`src/core/lsfw_params.svh`:
```
`ifndef LSFW_PARAMS_SVH
`define LSFW_PARAMS_SVH

`define LSFW_WORD_W 16
`define LSFW_ADDR_W 4
`define LSFW_OFS_LOOP1 4'h8
`define LSFW_OFS_LOOP2 4'h9

`define LSFW_BIT_SAVED 15
`define LSFW_BIT_SENSOR 14
`define LSFW_BIT_FATAL 12
`define LSFW_BIT_STANDBY 11
`define LSFW_BIT_TUNED 10
`define LSFW_BIT_SETERR 9
`define LSFW_BIT_STOP 8
`define LSFW_BIT_CTRLOUT 4
`define LSFW_BIT_AT 3
`define LSFW_BIT_AL1 1
`define LSFW_BIT_AL2 0
`define LSFW_RESERVED_MASK 16'h20e4

`define LSFW_SAVE_BIT_LOOP1 15
`define LSFW_SAVE_BIT_LOOP2 14

`define LSFW_RESET_WORD 16'h0000
`define LSFW_CLK_HZ 20000000
`define LSFW_WDT_MS 1000
`define LSFW_MS_PER_S 1000

`endif

```
`src/core/lsfw_pkg.sv`:
```
`include "lsfw_params.svh"

package lsfw_pkg;

	typedef enum logic [0:0] {
		SAVE_IDLE,
		SAVE_BUSY
	} lsfw_save_t;

	typedef struct packed {
		lsfw_save_t save_state;
		logic saved;
		logic tuned;
		logic req_seen;
		logic start;
	} lsfw_loop_state_t;

	typedef struct packed {
		logic [5:0] sync_a;
		logic [5:0] sync_b;
		logic standby;
		logic wdt_err;
		logic [31:0] wdt_cnt;
		logic [`LSFW_WORD_W-1:0] word1;
		logic [`LSFW_WORD_W-1:0] word2;
		logic [`LSFW_WORD_W-1:0] rd_data;
		logic rd_valid;
	} lsfw_top_state_t;

endpackage

```
`src/core/lsfw_loop_flags.sv`:
```
`timescale 1ns/100ps
`include "lsfw_params.svh"

module lsfw_loop_flags #(
	parameter int WORD_W = `LSFW_WORD_W
) (
	input wire logic clk,
	input wire logic sys_rst,
	input wire logic sensor_absent,
	input wire logic sensor_open,
	input wire logic cjc_fault,
	input wire logic wdt_error,
	input wire logic [WORD_W-1:0] pv,
	input wire logic [WORD_W-1:0] range_lo,
	input wire logic [WORD_W-1:0] range_hi,
	input wire logic [WORD_W-1:0] al1_lo,
	input wire logic [WORD_W-1:0] al1_hi,
	input wire logic [WORD_W-1:0] al2_lo,
	input wire logic [WORD_W-1:0] al2_hi,
	input wire logic tuned_update,
	input wire logic pid_sent,
	input wire logic setting_invalid,
	input wire logic control_stopped,
	input wire logic ctrl_out,
	input wire logic autotune_running,
	input wire logic standby,
	input wire logic save_req,
	input wire logic save_done,
	output logic save_start,
	output logic [WORD_W-1:0] status_word
);

	lsfw_pkg::lsfw_loop_state_t s;
	lsfw_pkg::lsfw_loop_state_t next_s;
	logic req_rise;
	logic sensor_err;
	logic in_al1;
	logic in_al2;

	assign req_rise = save_req & ~s.req_seen;
	assign sensor_err = sensor_absent | sensor_open | ($signed(pv) < $signed(range_lo)) |
		($signed(pv) > $signed(range_hi));
	assign in_al1 = ~sensor_err & ($signed(pv) >= $signed(al1_lo)) & ($signed(pv) <= $signed(al1_hi));
	assign in_al2 = ~sensor_err & ($signed(pv) >= $signed(al2_lo)) & ($signed(pv) <= $signed(al2_hi));

	always_comb begin
		next_s = s;
		next_s.start = 1'b0;
		next_s.req_seen = save_req;
		unique case (s.save_state)
			lsfw_pkg::SAVE_IDLE: begin
				if (req_rise) begin
					next_s.save_state = lsfw_pkg::SAVE_BUSY;
					next_s.start = 1'b1;
				end
			end
			lsfw_pkg::SAVE_BUSY: begin
				if (save_done) begin
					next_s.save_state = lsfw_pkg::SAVE_IDLE;
				end
			end
		endcase
		// Completion beats a request edge in the same cycle
		if (req_rise) begin
			next_s.saved = 1'b0;
		end
		if (s.save_state == lsfw_pkg::SAVE_BUSY && save_done) begin
			next_s.saved = 1'b1;
		end
		// Tuned constants stay pending until the host has sent them
		if (pid_sent) begin
			next_s.tuned = 1'b0;
		end
		if (tuned_update) begin
			next_s.tuned = 1'b1;
		end
	end

	always_ff @(posedge clk) begin
		if (sys_rst) begin
			s <= '{lsfw_pkg::SAVE_IDLE, 1'b0, 1'b0, 1'b0, 1'b0};
		end else begin
			s <= next_s;
		end
	end

	assign save_start = s.start;

	always_comb begin
		status_word = `LSFW_RESET_WORD;
		status_word[`LSFW_BIT_SAVED] = s.saved;
		status_word[`LSFW_BIT_SENSOR] = sensor_err;
		status_word[`LSFW_BIT_FATAL] = cjc_fault | wdt_error;
		status_word[`LSFW_BIT_STANDBY] = standby;
		status_word[`LSFW_BIT_TUNED] = s.tuned;
		status_word[`LSFW_BIT_SETERR] = setting_invalid;
		status_word[`LSFW_BIT_STOP] = control_stopped;
		status_word[`LSFW_BIT_CTRLOUT] = ctrl_out;
		status_word[`LSFW_BIT_AT] = autotune_running;
		status_word[`LSFW_BIT_AL1] = in_al1;
		status_word[`LSFW_BIT_AL2] = in_al2;
	end
endmodule // lsfw_loop_flags

```
`src/core/lsfw_status_word.sv`:
```
`timescale 1ns/100ps
`include "lsfw_params.svh"

module lsfw_status_word #(
	parameter int WORD_W = `LSFW_WORD_W,
	parameter int ADDR_W = `LSFW_ADDR_W,
	parameter int unsigned WDT_MS = `LSFW_WDT_MS,
	parameter int unsigned WDT_CYCLES = WDT_MS * (`LSFW_CLK_HZ / `LSFW_MS_PER_S)
) (
	input wire logic clk,
	input wire logic sys_rst,
	input wire logic io_refresh,
	input wire logic unit_restart,
	input wire logic [1:0] sensor_absent,
	input wire logic [1:0] sensor_open,
	input wire logic [1:0] cjc_fault,
	input wire logic [1:0][WORD_W-1:0] pv,
	input wire logic [1:0][WORD_W-1:0] range_lo,
	input wire logic [1:0][WORD_W-1:0] range_hi,
	input wire logic [1:0][WORD_W-1:0] al1_lo,
	input wire logic [1:0][WORD_W-1:0] al1_hi,
	input wire logic [1:0][WORD_W-1:0] al2_lo,
	input wire logic [1:0][WORD_W-1:0] al2_hi,
	input wire logic [1:0] tuned_update,
	input wire logic [1:0] pid_sent,
	input wire logic [1:0] setting_invalid,
	input wire logic [1:0] control_stopped,
	input wire logic [1:0] ctrl_out,
	input wire logic [1:0] autotune_running,
	input wire logic [WORD_W-1:0] save_word,
	input wire logic [1:0] save_done,
	output logic [1:0] save_start,
	input wire logic rd_en,
	input wire logic [ADDR_W-1:0] rd_addr,
	output logic [WORD_W-1:0] rd_data,
	output logic rd_valid,
	output logic [WORD_W-1:0] loop1_status_word,
	output logic [WORD_W-1:0] loop2_status_word,
	output logic wdt_error
);

	localparam logic [31:0] WDT_LAST = 32'(WDT_CYCLES - 1);

	lsfw_pkg::lsfw_top_state_t s;
	lsfw_pkg::lsfw_top_state_t next_s;
	logic [1:0][WORD_W-1:0] live_word;
	logic [1:0] save_req;
	logic [1:0] absent_q;
	logic [1:0] open_q;
	logic [1:0] cjc_q;

	// Pin inputs after the second synchroniser stage
	assign absent_q = s.sync_b[1:0];
	assign open_q = s.sync_b[3:2];
	assign cjc_q = s.sync_b[5:4];

	// Host save word: bit 15 asks for loop 1, bit 14 for loop 2
	assign save_req[0] = save_word[`LSFW_SAVE_BIT_LOOP1];
	assign save_req[1] = save_word[`LSFW_SAVE_BIT_LOOP2];

	for (genvar g = 0; g < 2; g++) begin : g_loop
		lsfw_loop_flags #(
			.WORD_W(WORD_W)
		) u_flags (
			.clk(clk),
			.sys_rst(sys_rst),
			.sensor_absent(absent_q[g]),
			.sensor_open(open_q[g]),
			.cjc_fault(cjc_q[g]),
			.wdt_error(s.wdt_err),
			.pv(pv[g]),
			.range_lo(range_lo[g]),
			.range_hi(range_hi[g]),
			.al1_lo(al1_lo[g]),
			.al1_hi(al1_hi[g]),
			.al2_lo(al2_lo[g]),
			.al2_hi(al2_hi[g]),
			.tuned_update(tuned_update[g]),
			.pid_sent(pid_sent[g]),
			.setting_invalid(setting_invalid[g]),
			.control_stopped(control_stopped[g]),
			.ctrl_out(ctrl_out[g]),
			.autotune_running(autotune_running[g]),
			.standby(s.standby),
			.save_req(save_req[g]),
			.save_done(save_done[g]),
			.save_start(save_start[g]),
			.status_word(live_word[g])
		);
	end

	always_comb begin
		next_s = s;
		next_s.sync_a = {cjc_fault, sensor_open, sensor_absent};
		next_s.sync_b = s.sync_a;
		next_s.rd_valid = rd_en;
		// Words are snapshots; host reads never alter any flag
		if (io_refresh) begin
			next_s.word1 = live_word[0];
			next_s.word2 = live_word[1];
			next_s.standby = 1'b0;
		end
		// Watchdog only runs once the host has started refreshing
		if (io_refresh || s.standby) begin
			next_s.wdt_cnt = '0;
		end else if (!s.wdt_err) begin
			if (s.wdt_cnt == WDT_LAST) begin
				next_s.wdt_err = 1'b1;
			end else begin
				next_s.wdt_cnt = s.wdt_cnt + 32'h1;
			end
		end
		if (unit_restart) begin
			next_s.standby = 1'b1;
			next_s.wdt_err = 1'b0;
			next_s.wdt_cnt = '0;
		end
		if (rd_en) begin
			unique case (rd_addr)
				`LSFW_OFS_LOOP1: next_s.rd_data = s.word1;
				`LSFW_OFS_LOOP2: next_s.rd_data = s.word2;
				default: next_s.rd_data = `LSFW_RESET_WORD;
			endcase
		end
	end

	always_ff @(posedge clk) begin
		if (sys_rst) begin
			s <= '{6'h00, 6'h00, 1'b1, 1'b0, 32'h0, `LSFW_RESET_WORD, `LSFW_RESET_WORD,
				`LSFW_RESET_WORD, 1'b0};
		end else begin
			s <= next_s;
		end
	end

	assign rd_data = s.rd_data;
	assign rd_valid = s.rd_valid;
	assign loop1_status_word = s.word1;
	assign loop2_status_word = s.word2;
	assign wdt_error = s.wdt_err;
endmodule // lsfw_status_word

```
`config.mk`:
```
export PLATFORM = sky130hd
export DESIGN_NAME = lsfw_status_word
export DESIGN_NICKNAME = d
export VERILOG_FILES = /design/src/core/lsfw_pkg.sv /design/src/core/lsfw_loop_flags.sv /design/src/core/lsfw_status_word.sv
export VERILOG_INCLUDE_DIRS = /design/src /design/src/core
export SDC_FILE = /design/constraint.sdc
export NUM_CORES = 1
export LEC_CHECK = 0
export ABC_CLOCK_PERIOD_IN_PS = 2200
export BUFFER_PORTS_ARGS = -buffer_cell sky130_fd_sc_hd__buf_2
export CORE_MARGIN = 2
export CORE_UTILIZATION = 40
export DETAILED_ROUTE_END_ITERATION = 8
export PLACE_DENSITY = 0.7
export SLEW_MARGIN = 20
export SYNTH_ARGS = -nofsm -noshare
export SYNTH_HDL_FRONTEND = slang
export SYNTH_SLANG_ARGS = --single-unit
```
`constraint.sdc`:
```
create_clock -name clk -period 2.2 [get_ports clk]
set_input_delay 0.22 -clock clk [delete_from_list [all_inputs] [get_ports clk]]
set_output_delay 0.22 -clock clk [all_outputs]
set_load 0.02 [all_outputs]
```
# ---- Word-level counts from Yosys, hierarchy flattened
# Cells that the tools add are included.
dict set report op_classes {
  add_sub_neg 1
  order_cmp 12
  n_eq_ne 3
  n_mux 18
  n_bitwise 26
  reduce_logical 12
}
# operator count
set ops {}
lappend ops {{$ge A16 B16 Y1} 4}
lappend ops {{$le A16 B16 Y1} 4}
lappend ops {{$mux W33} 1}
lappend ops {{$add A32 B1 Y32 const B} 1}
lappend ops {{$eq A32 B25 Y1 const B} 1}
lappend ops {{$gt A16 B16 Y1} 2}
lappend ops {{$lt A16 B16 Y1} 2}
lappend ops {{$mux W32} 1}
lappend ops {{$pmux W16 S2} 1}
lappend ops {{$mux W1} 13}
lappend ops {{$and A1 B1 Y1} 10}
lappend ops {{$eq A4 B4 Y1 const B} 2}
lappend ops {{$not A1 Y1} 8}
lappend ops {{$or A1 B1 Y1} 8}
lappend ops {{$reduce_bool A2 Y1} 4}
lappend ops {{$reduce_or A2 Y1} 3}
lappend ops {{$pmux W1 S2} 2}
lappend ops {{$reduce_or A3 Y1} 1}
lappend ops {{$logic_and A1 B1 Y1} 2}
lappend ops {{$reduce_and A2 Y1} 1}
lappend ops {{$logic_or A1 B1 Y1} 1}
dict set report totals {
  reg_bits 95
  output_inout_bits 52
}

# ---- Depth between registers and ports, before layout
# Gate-level depths: netlist of run 1.
dict set report depth {
  word_depth 6
  depth_mapped 9
  depth_no_buf 9
}

# ---- Cells and area by module
# A second synthesis of run 1 with hierarchy kept.
dict set report unflattened {
  hier_cells 1206
  area_unflattened_um2 9631.7
}
# mod n_inst cells_each area_each_um2 seq_area_each_um2
set by_module_without_submodules {}
lappend by_module_without_submodules {lsfw_status_word 1 447 4127.7 1901.8}
lappend by_module_without_submodules {{lsfw_loop_flags at g_loop[0].u_flags} 1 381 2767.7 100.1}
lappend by_module_without_submodules {{lsfw_loop_flags at g_loop[1].u_flags} 1 378 2736.4 100.1}

# ---- Worst setup path after synthesis of run 1
# OpenSTA, ideal clock, no wires.
dict set report synth_path {
  path_kind {in2reg}
  start {input port al1_lo[31] (netlist bit)}
  end {register s (netlist bit loop2_status_word[1])}
  setup_time_ps 116
  arrival_time_ps 1833
  setup_slack_ps 251
  cell_stages 9
  n_path_buf 0
  cell_sequence {inv_1 ha_1 and4_1 nand2_1 nor3_1 a221o_1 a31oi_1 mux2_2 a31o_2}
}
dict set report synth_between {
  elab_chain_cells 3
}
# element line_no
set synth_lines {}
lappend synth_lines {{from (decl)} lsfw_status_word.sv:20} ;# input wire logic [1:0][WORD_W-1:0] al1_lo,
lappend synth_lines {{$ge A16 B16 Y1} lsfw_loop_flags.sv:43} ;# assign in_al1 = ~sensor_err & ($signed(pv) >= $signed(al1_lo)) & ($signed(pv) <= $signed(al1_hi));
lappend synth_lines {{$and A1 B1 Y1 (2 in series)} lsfw_loop_flags.sv:43}
lappend synth_lines {{to (signal assigned)} lsfw_status_word.sv:129} ;# s <= '{6'h00, 6'h00, 1'b1, 1'b0, 32'h0, `LSFW_RESET_WORD, `LSFW_RESET_WORD,
lappend synth_lines {{to (signal assigned)} lsfw_status_word.sv:132} ;# s <= next_s;
lappend synth_lines {{to (decl)} lsfw_status_word.sv:44} ;# lsfw_pkg::lsfw_top_state_t s;
# No other way between the ends.
# A chain may end at the register's enable or synchronous reset.

# ---- Worst setup path after layout of run 1
dict set report layout_path {
  start {input port pv[5] (netlist bit)}
  end {register s (netlist bit loop1_status_word[1])}
}
dict set report layout_between {
  elab_chain_cells 6
  word_cells_on_any_way 9
}
# element line_no
set layout_lines {}
lappend layout_lines {{from (decl)} lsfw_status_word.sv:17} ;# input wire logic [1:0][WORD_W-1:0] pv,
lappend layout_lines {{$lt A16 B16 Y1} lsfw_loop_flags.sv:41} ;# assign sensor_err = sensor_absent | sensor_open | ($signed(pv) < $signed(range_lo)) |
lappend layout_lines {{$or A1 B1 Y1 (2 in series)} lsfw_loop_flags.sv:41}
lappend layout_lines {{$not A1 Y1} lsfw_loop_flags.sv:43}
lappend layout_lines {{$and A1 B1 Y1} lsfw_loop_flags.sv:43}
lappend layout_lines {{$and A1 B1 Y1 (*)} lsfw_loop_flags.sv:43}
# Every way passes the cells marked *; elsewhere a longest branch is shown, timed or not.

==> results.sh, run 1 <==
export IMPL_outcome="completed"
export IMPL_yosysSeqAreaShare_pct=20.57
export IMPL_synth_top_area_cell="ha_1"
export IMPL_drt_iter0_drc=303
export IMPL_fp_dieArea_um2=22850
export IMPL_critPathLaunchType="input pin"
export IMPL_cts_tree="built"
export IMPL_io_buffers=291
export IMPL_place_ws_ns=-0.1239
export IMPL_synth_common_cells="inv_1, ha_1, dfxtp_1"
export IMPL_design_area_um2=10960
export IMPL_crit_required_ns=2.43
export IMPL_post_drt_wl_per_cell_um=15.11
export IMPL_yosysMostFrequentCell="inv_1"
export IMPL_crit_buf_inv=2
export IMPL_power_leakage_nw=6.077
export IMPL_setup_tns_final_ns=0
export IMPL_die_h_um=151.2
export IMPL_max_cap_violations=0
export IMPL_final_util_pct=51.80
export IMPL_area_growth_pct=26.47
export IMPL_drt_pass1_iter_count=5
export IMPL_boundaryPins=321
export IMPL_synth_cells=1083
export IMPL_worst_path_max_delay_cell="ha_1"
export IMPL_netlist_top_cells_area="ha_1, dfxtp_1, inv_1"
export IMPL_timing_final_crit_share_pct=90.81
export IMPL_crit_path_end_kind="flop"
export IMPL_synthArstFlopShare_pct=0
export IMPL_core_area_um2=21150
export IMPL_ctsResizeCount=0
export IMPL_grt_pass1_vias=8301
export IMPL_rsz0062_at_grt="no"
export IMPL_initial_core_util_pct=40.95
export IMPL_path_clk_slew_ns=0.07
export IMPL_grt_pass1_wl_um=39630
export IMPL_hold_path_class="in -> reg"
export IMPL_route_detailed_drc=0
export IMPL_rows=53
export IMPL_slew_violations=0
export IMPL_synthesis_area_um2=8663
export IMPL_crit_path_frequent_cell="a21oi_1"
export IMPL_antenna_left=0
export IMPL_gp_congestion=0.9260
export IMPL_synth_edf_count=0
export IMPL_cts_buffer_depth=2
export IMPL_cts_sinks=89
export IMPL_dp_final_hpwl_um=22050
export IMPL_fin_skew_ns=0.01025
export IMPL_antenna_found_initial=1
export IMPL_htree_levels=3
export IMPL_synthFlopType="dfxtp_1"
export IMPL_path_cells="buf_2 > buf_4 > ha_1 > a211o_1 > a21oi_1 > nor3_1 > nor4_1 > mux2i_1 > a21oi_1 > a32o_1"
export IMPL_placed_area_um2=10660
export IMPL_holdWs_ns=0.08716
export IMPL_layout_setup_ws_ns=0.2021
export IMPL_syn_area_per_cell_um2=7.999
export IMPL_grt_max_degree=51
export IMPL_ir_drop_v=0.0005455
export IMPL_yosysWarnings=0
export IMPL_setup_viol=0
export IMPL_root_buffer="clkbuf_16"
export IMPL_tightest_slew_ns=0.5180
export IMPL_min_period_ns=1.998
export IMPL_dp_cells=1674
export IMPL_ctsHoldBuffers=0
export IMPL_synthDistinctLibCells=57
export IMPL_yosysTopAreaCellShare_pct=27.59
export IMPL_hold_viol_final=0
export IMPL_power_mw=4.573
export IMPL_worstSkewPairLatency_ns=0.34
export IMPL_crit_family="compound AO/OA/AOI/OAI gates"
export IMPL_powerDensity_nw_per_um2=417.4
export IMPL_nets=1870
export IMPL_final_cells=1691
export IMPL_max_clock_freq_mhz=500.5
export IMPL_critPathArrivalTime_ns=2.23
export IMPL_vias_per_cell=4.928
export IMPL_grt_usage_pct=22.20
export IMPL_path_max_fanout=4
export IMPL_drive_gt1_share_pct=28.69
export IMPL_yosys_register_bits=89
export IMPL_vias=8334
export IMPL_slowest_delay_ns=0.31
export IMPL_worstSetupPathType="in -> reg"
export IMPL_cts_setup_buffers=0
export IMPL_grt_overflow_total=0
export IMPL_wl_um=25550
export IMPL_die_w_um=151.2
export IMPL_cts_buffers=9
export IMPL_maxSlewHeadroom_pct=65.46
## registers in the layout, indices dropped and copies added (netlist names)
signal and cells:
g_loop.u_flags.save_start 2, loop1_status_word 10, cjc_q 2, g_loop.u_flags.s 4, wdt_error 1, rd_valid 1
rd_data 11, absent_q 2, next_s 6, loop2_status_word 11, open_q 2, g_loop.u_flags.status_word 4
s 33
## worst min-delay path, delay by kind of cell
| family | cells | cell delay [ns] |
|---|---|---|
| buf+inv | 1 | 0.07 |
| simple gates | 1 | 0.06 |
| compound gates | 1 | 0.03 |
## worst paths after layout
kind,startpoint,end,slack (ns),depth (start not counted)
hold / removal,tuned_update[1],g_loop[1].u_flags.status_word[10],0.09,3
hold reg to reg,g_loop[1].u_flags.s[1],g_loop[1].u_flags.save_start,0.42,1
setup / recovery,pv[5],loop1_status_word[1],0.20,10
setup reg to reg,s[58],s[75],0.27,7
## routing by layer
layer  track usage (%)  vias to the layer above  wire, um
li1                  -                     4321         -
met1             26.61                     3680     11220
met2             39.39                      281     11700
met3             3.373                       52      1622
met4             9.439                        0      1004
met5                 0                        -         0
## area by class of cell
type | count | area, um2
Multi-Input combinational cell | 750 | 5771
Antenna cell | 1 | 2.502
Sequential cell | 89 | 1782
Inverter | 192 | 720.7
Fill cell | 2089 | 10200
Clock inverter | 7 | 65.06
Timing Repair Buffer | 368 | 2047
Tap cell | 275 | 344.1
Clock buffer | 9 | 225.2
## power by group
part	switching (mW)	internal, mW	total, mW
clock	0.683	0.787	1.47
sequential	0.0252	1.65	1.68
combinational	0.749	0.675	1.42
## kinds of logic after synthesis
| logic type | share of synthesized area, % |
|---|---|
| AND/OR/NAND/NOR | 19.32 |
| buffers and inverters | 13.43 |
| adder cells (fa/ha/maj) | 27.59 |
| AO/OA/AOI/OAI | 12.45 |
| flip-flops | 20.57 |
| multiplexers | 3.769 |
| XOR/XNOR | 2.831 |
| other | 0.04329 |
## cell usage in the layout (no fill, tap or decap), types with 3 or more instances in the layout
| cell | count |
|---|---|
| dfxtp_1 | 89 |
| nor2_1 | 75 |
| clkbuf_16 | 9 |
| o211ai_1 | 4 |
| nand4_1 | 36 |
| nand2_1 | 41 |
| or3_1 | 5 |
| conb_1 | 15 |
| inv_1 | 192 |
| nand2b_1 | 18 |
| and2_1 | 8 |
| buf_2 | 291 |
| a21o_1 | 18 |
| mux2i_1 | 18 |
| nor3_1 | 18 |
| nand3_2 | 3 |
| a22oi_1 | 4 |
| mux2_2 | 13 |
| and3_1 | 7 |
| nor4bb_1 | 3 |
| o21ai_0 | 27 |
| a2bb2oi_1 | 3 |
| a221oi_1 | 3 |
| xor2_1 | 22 |
| buf_4 | 76 |
| nor3b_1 | 4 |
| a21boi_0 | 3 |
| nand4b_1 | 3 |
| nand3_1 | 43 |
| o21a_1 | 4 |
| a211oi_1 | 8 |
| xnor2_1 | 6 |
| clkinv_4 | 3 |
| and4_1 | 7 |
| nor4_1 | 9 |
| ha_1 | 191 |
| nor2b_1 | 25 |
| a21oi_1 | 79 |
(Power assumes the default switching activity.)
==> run 2, diff against run 1 <==
--- a/config.mk
+++ b/config.mk
@@ -6,7 +6,7 @@
 export SDC_FILE = /design/constraint.sdc
 export NUM_CORES = 1
 export LEC_CHECK = 0
-export ABC_CLOCK_PERIOD_IN_PS = 2200
+export ABC_CLOCK_PERIOD_IN_PS = 2180
 export BUFFER_PORTS_ARGS = -buffer_cell sky130_fd_sc_hd__buf_2
 export CORE_MARGIN = 2
 export CORE_UTILIZATION = 40
==> constraint.sdc (replaced) <==
create_clock -name clk -period 2.18 [get_ports clk]
set_input_delay 0.218 -clock clk [delete_from_list [all_inputs] [get_ports clk]]
set_output_delay 0.218 -clock clk [all_outputs]
set_load 0.02 [all_outputs]
==> results.sh, run 2 (same netlist as run 1, synthesis figures left out) <==
export IMPL_gp_congestion=0.9395
export IMPL_holdPathStages=3
export IMPL_grt_max_degree=51
export IMPL_nets=1885
export IMPL_grt_usage_pct=22.10
export IMPL_power_leakage_nw=6.149
export IMPL_worstSetupPathType="in -> reg"
export IMPL_min_to="g_loop[1].u_flags.status_word[10]"
export IMPL_crit_path_end_kind="flop"
export IMPL_vias_per_cell=4.941
export IMPL_max_cap_violations=0
export IMPL_drt_pass1_iter_count=4
export IMPL_root_buffer="clkbuf_16"
export IMPL_fin_skew_ns=0.008206
export IMPL_antenna_left=0
export IMPL_die_w_um=151.2
export IMPL_hold_viol_final=0
export IMPL_final_cells=1707
export IMPL_grt_overflow_total=0
export IMPL_path_cells="buf_2 > buf_4 > ha_1 > nand2_1 > nor2_1 > a2111oi_0 > nand3_1 > a221oi_1 > nor3_1 > a32o_1"
export IMPL_core_area_um2=21150
export IMPL_path_max_fanout=3
export IMPL_boundaryPins=321
export IMPL_tightest_slew_ns=0.5161
export IMPL_antenna_found_initial=2
export IMPL_max_clock_freq_mhz=507.5
export IMPL_area_growth_pct=27.89
export IMPL_drt_iter0_drc=312
export IMPL_path_clk_slew_ns=0.07
export IMPL_cts_tree="built"
export IMPL_outcome="completed"
export IMPL_timing_final_crit_share_pct=90.40
export IMPL_worstSkewPairLatency_ns=0.34
export IMPL_hold_path_class="in -> reg"
export IMPL_dp_cells=1689
export IMPL_grt_pass1_vias=8226
export IMPL_rr_startpoint="s[59]"
export IMPL_worst_path_max_delay_cell="a2111oi_0"
export IMPL_wl_um=25650
export IMPL_grt_pass1_wl_um=39560
export IMPL_rsz0062_at_grt="no"
export IMPL_htree_levels=3
export IMPL_crit_required_ns=2.42
export IMPL_holdWs_ns=0.07673
export IMPL_die_h_um=151.2
export IMPL_critPathLaunchType="input pin"
export IMPL_maxSlewHeadroom_pct=65.59
export IMPL_cts_buffer_depth=2
export IMPL_regMostFlops="s"
export IMPL_slew_violations=0
export IMPL_setup_viol=0
export IMPL_r2r_end="s[73]"
export IMPL_post_drt_wl_per_cell_um=15.02
export IMPL_fp_dieArea_um2=22850
export IMPL_largest_reg_flops=33
export IMPL_min_period_ns=1.971
export IMPL_cts_buffers=9
export IMPL_cts_sinks=89
export IMPL_critPathArrivalTime_ns=2.21
export IMPL_reg2reg_setup_slack_ns=0.27
export IMPL_slowest_delay_ns=0.38
export IMPL_powerDensity_nw_per_um2=421.7
export IMPL_cts_setup_buffers=0
export IMPL_worstHoldStart="tuned_update[1]"
export IMPL_initial_core_util_pct=40.95
export IMPL_n_fill_cell=2052
export IMPL_final_common_cell="buf_2"
export IMPL_route_detailed_drc=0
export IMPL_ctsResizeCount=0
export IMPL_drive_gt1_share_pct=29.44
export IMPL_dp_final_hpwl_um=22220
export IMPL_reg2reg_depth=7
export IMPL_rows=53
export IMPL_mostFrequentLayoutCells="buf_2, inv_1, ha_1"
export IMPL_vias=8434
export IMPL_ctsHoldBuffers=0
export IMPL_setup_tns_final_ns=0
export IMPL_ir_drop_v=0.0005587
export IMPL_io_buffers=291
[run 2: how the worst max path moves through the flow]
stage / start / slack, ns / endpoint
final: pv[7] / 0.21 / loop1_status_word[1]
after global routing: pv[13] / 0.01 / loop1_status_word[1]
after CTS: pv[13] / 0.22 / loop1_status_word[1]
after detailed placement: pv[13] / -0.13 / loop1_status_word[1]
after global placement: pv[5] / -0.08 / loop1_status_word[1]
after floorplan: al1_lo[31] / 0.23 / loop2_status_word[1]
[run 2: final cells by class]
cell class | instances | area [um2] | area share [%]
Antenna cell | 2 | 5.005 | 0.04517
Clock buffer | 9 | 225.2 | 2.033
Timing Repair Buffer | 383 | 2160 | 19.49
Inverter | 192 | 720.7 | 6.505
Sequential cell | 89 | 1782 | 16.08
Tap cell | 275 | 344.1 | 3.106
Clock inverter | 7 | 72.57 | 0.6550
Multi-Input combinational cell | 750 | 5771 | 52.08
[run 2: layer usage]
layer,global-route usage [%],vias to the layer above,routed length [um]
met2,39.86,251,12290
met3,3.373,24,1511
li1,-,4368,-
met4,6.449,0,602
met1,27.10,3791,11250
met5,0,-,0
[run 2: worst max-delay path: cells and delay by family]
| kind | cells | cell delay, ns |
|---|---|---|
| simple gates | 4 | 0.49 |
| compound gates | 3 | 0.95 |
| fa+ha+maj | 1 | 0.29 |
| buf+inv | 2 | 0.26 |
[run 2: per-stage QoR]
step                      utilization, %  setup WS, ns  power [mW]  area (um2)
after floorplan                        -        0.2326       2.555        8716
after global placement             50.94      -0.08122       3.153       10780
after detailed placement           50.94       -0.1349       3.187       10780
after CTS                          52.35        0.2247       4.727       11070
after global routing               52.37       0.01097       4.983       11080
final                              52.37        0.2094       4.672       11080
[run 2: power by group]
group	internal, mW	total, mW	switching [mW]
sequential	1.67	1.69	0.0255
combinational	0.700	1.46	0.759
clock	0.808	1.52	0.710
==> run 3, diff against run 2 <==
--- a/config.mk
+++ b/config.mk
@@ -12,6 +12,7 @@
 export CORE_UTILIZATION = 40
 export DETAILED_ROUTE_END_ITERATION = 8
 export PLACE_DENSITY = 0.7
+export RECOVER_POWER = 100
 export SLEW_MARGIN = 20
 export SYNTH_ARGS = -nofsm -noshare
 export SYNTH_HDL_FRONTEND = slang
==> results.sh, run 3 (same netlist as run 1, synthesis figures left out) <==
export IMPL_min_period_ns=2.003
export IMPL_powerDensity_nw_per_um2=424.9
export IMPL_crit_family="simple AND/OR/NAND/NOR gates"
export IMPL_die_w_um=151.2
export IMPL_fp_dieArea_um2=22850
export IMPL_worstSetupPathType="reg -> reg"
export IMPL_worst_path_max_delay_cell="dfxtp_1"
export IMPL_cts_setup_buffers=0
export IMPL_rr_startpoint="s[59]"
export IMPL_initial_core_util_pct=40.95
export IMPL_worstHoldStart="sensor_absent[0]"
export IMPL_wl_um=25620
export IMPL_cts_buffers=9
export IMPL_drive_gt1_share_pct=26.15
export IMPL_setup_tns_final_ns=0
export IMPL_route_detailed_drc=0
export IMPL_ctsResizeCount=0
export IMPL_min_to="next_s[83]"
export IMPL_setup_viol=0
export IMPL_area_growth_pct=26.75
export IMPL_crit_required_ns=2.41
export IMPL_hold_path_class="in -> reg"
export IMPL_antenna_found_initial=2
export IMPL_place_ws_ns=-0.1349
export IMPL_drt_pass1_iter_count=4
export IMPL_vias=8445
export IMPL_timing_final_crit_share_pct=91.89
export IMPL_gp_congestion=0.9395
export IMPL_post_drt_wl_per_cell_um=15.01
export IMPL_dp_final_hpwl_um=22220
export IMPL_grt_pass1_wl_um=39560
export IMPL_boundaryPins=321
export IMPL_largest_reg_flops=33
export IMPL_root_buffer="clkbuf_16"
export IMPL_antenna_left=0
export IMPL_crit_buf_inv=0
export IMPL_critical_path_startpoint="s[59]"
export IMPL_cts_buffer_depth=2
export IMPL_reg2reg_setup_slack_ns=0.18
export IMPL_layout_setup_ws_ns=0.1767
export IMPL_htree_levels=3
export IMPL_drt_iter0_drc=277
export IMPL_grt_usage_pct=22.10
export IMPL_critPathLaunchType="flop"
export IMPL_die_h_um=151.2
export IMPL_holdPathStages=2
export IMPL_cts_sinks=89
export IMPL_reg2reg_depth=7
export IMPL_crit_path_frequent_cell="and4_1"
export IMPL_maxSlewHeadroom_pct=31.89
export IMPL_nets=1885
export IMPL_fin_skew_ns=0.009298
export IMPL_r2r_end="s[73]"
export IMPL_slowest_delay_ns=0.44
export IMPL_core_area_um2=21150
export IMPL_max_clock_freq_mhz=499.2
export IMPL_grt_max_degree=51
export IMPL_hold_viol_final=0
export IMPL_crit_path_end_kind="flop"
export IMPL_outcome="completed"
export IMPL_rsz0062_at_grt="no"
export IMPL_final_common_cell="buf_2"
export IMPL_path_max_fanout=6
export IMPL_grt_overflow_total=0
export IMPL_max_cap_violations=0
export IMPL_regMostFlops="s"
export IMPL_rows=53
export IMPL_tightest_slew_ns=1.022
export IMPL_cts_tree="built"
export IMPL_slew_violations=0
export IMPL_worstSkewPairLatency_ns=0.34
export IMPL_path_clk_slew_ns=0.07
export IMPL_path_cells="and4_1 > nand4_1 > nor4_4 > and4_1 > nand3_1 > xor2_1 > nor2_1"
export IMPL_vias_per_cell=4.947
export IMPL_grt_pass1_vias=8226
export IMPL_power_leakage_nw=5.955
export IMPL_critPathArrivalTime_ns=2.23
export IMPL_mostFrequentLayoutCells="buf_2, inv_1, ha_1"
export IMPL_ir_drop_v=0.0005526
export IMPL_ctsHoldBuffers=0
export IMPL_holdWs_ns=0.07635
export IMPL_io_buffers=291
-- run 3: worst max-delay path by stage --
stage | end | cells past startpoint
after global placement | loop1_status_word[1] | 10
final | s[73] | 7
after CTS | loop1_status_word[1] | 11
after floorplan | loop2_status_word[1] | 9
after global routing | loop1_status_word[1] | 11
after detailed placement | loop1_status_word[1] | 11
-- run 3: cell type report --
cell class / instances / area, um2
clock buffer: 9 / 225.2
sequential: 89 / 1782
inverter: 192 / 720.7
tap: 275 / 344.1
multi-input combinational: 750 / 5743
fill: 2074 / 10170
timing repair buffer: 383 / 2088
antenna: 2 / 5.005
clock inverter: 7 / 72.57
-- run 3: power breakdown --
group          switching (mW)  leakage, nW  internal (mW)
Sequential             0.0262        0.725           1.67
Combinational           0.759         5.09          0.692
Clock                   0.711        0.143          0.808
Total                    1.50         5.96           3.17
-- run 3: per-stage QoR --
stage / util, % / instances / instance area, um2 / power [mW]
after floorplan: - / 1097 / 8716 / 2.555
after global placement: 50.94 / 1689 / 10780 / 3.153
after detailed placement: 50.94 / 1689 / 10780 / 3.187
after CTS: 52.35 / 1705 / 11070 / 4.727
after global routing: 51.91 / 1707 / 10980 / 4.975
final: 51.91 / 1707 / 10980 / 4.666
-- run 3: layer usage --
metal  GRT usage (%)  part of all wire, %
met1           27.10                   44
met4           6.449                  2.4
met5               0                    0
met3           3.373                  5.9
met2           39.86                   48
-- run 3: worst reg2reg max path, delay by kind of cell, from the launching register on --
kind          cells  cell delay (ns)
xor+xnor          1             0.14
flops             1             0.44
simple gates      6             1.30
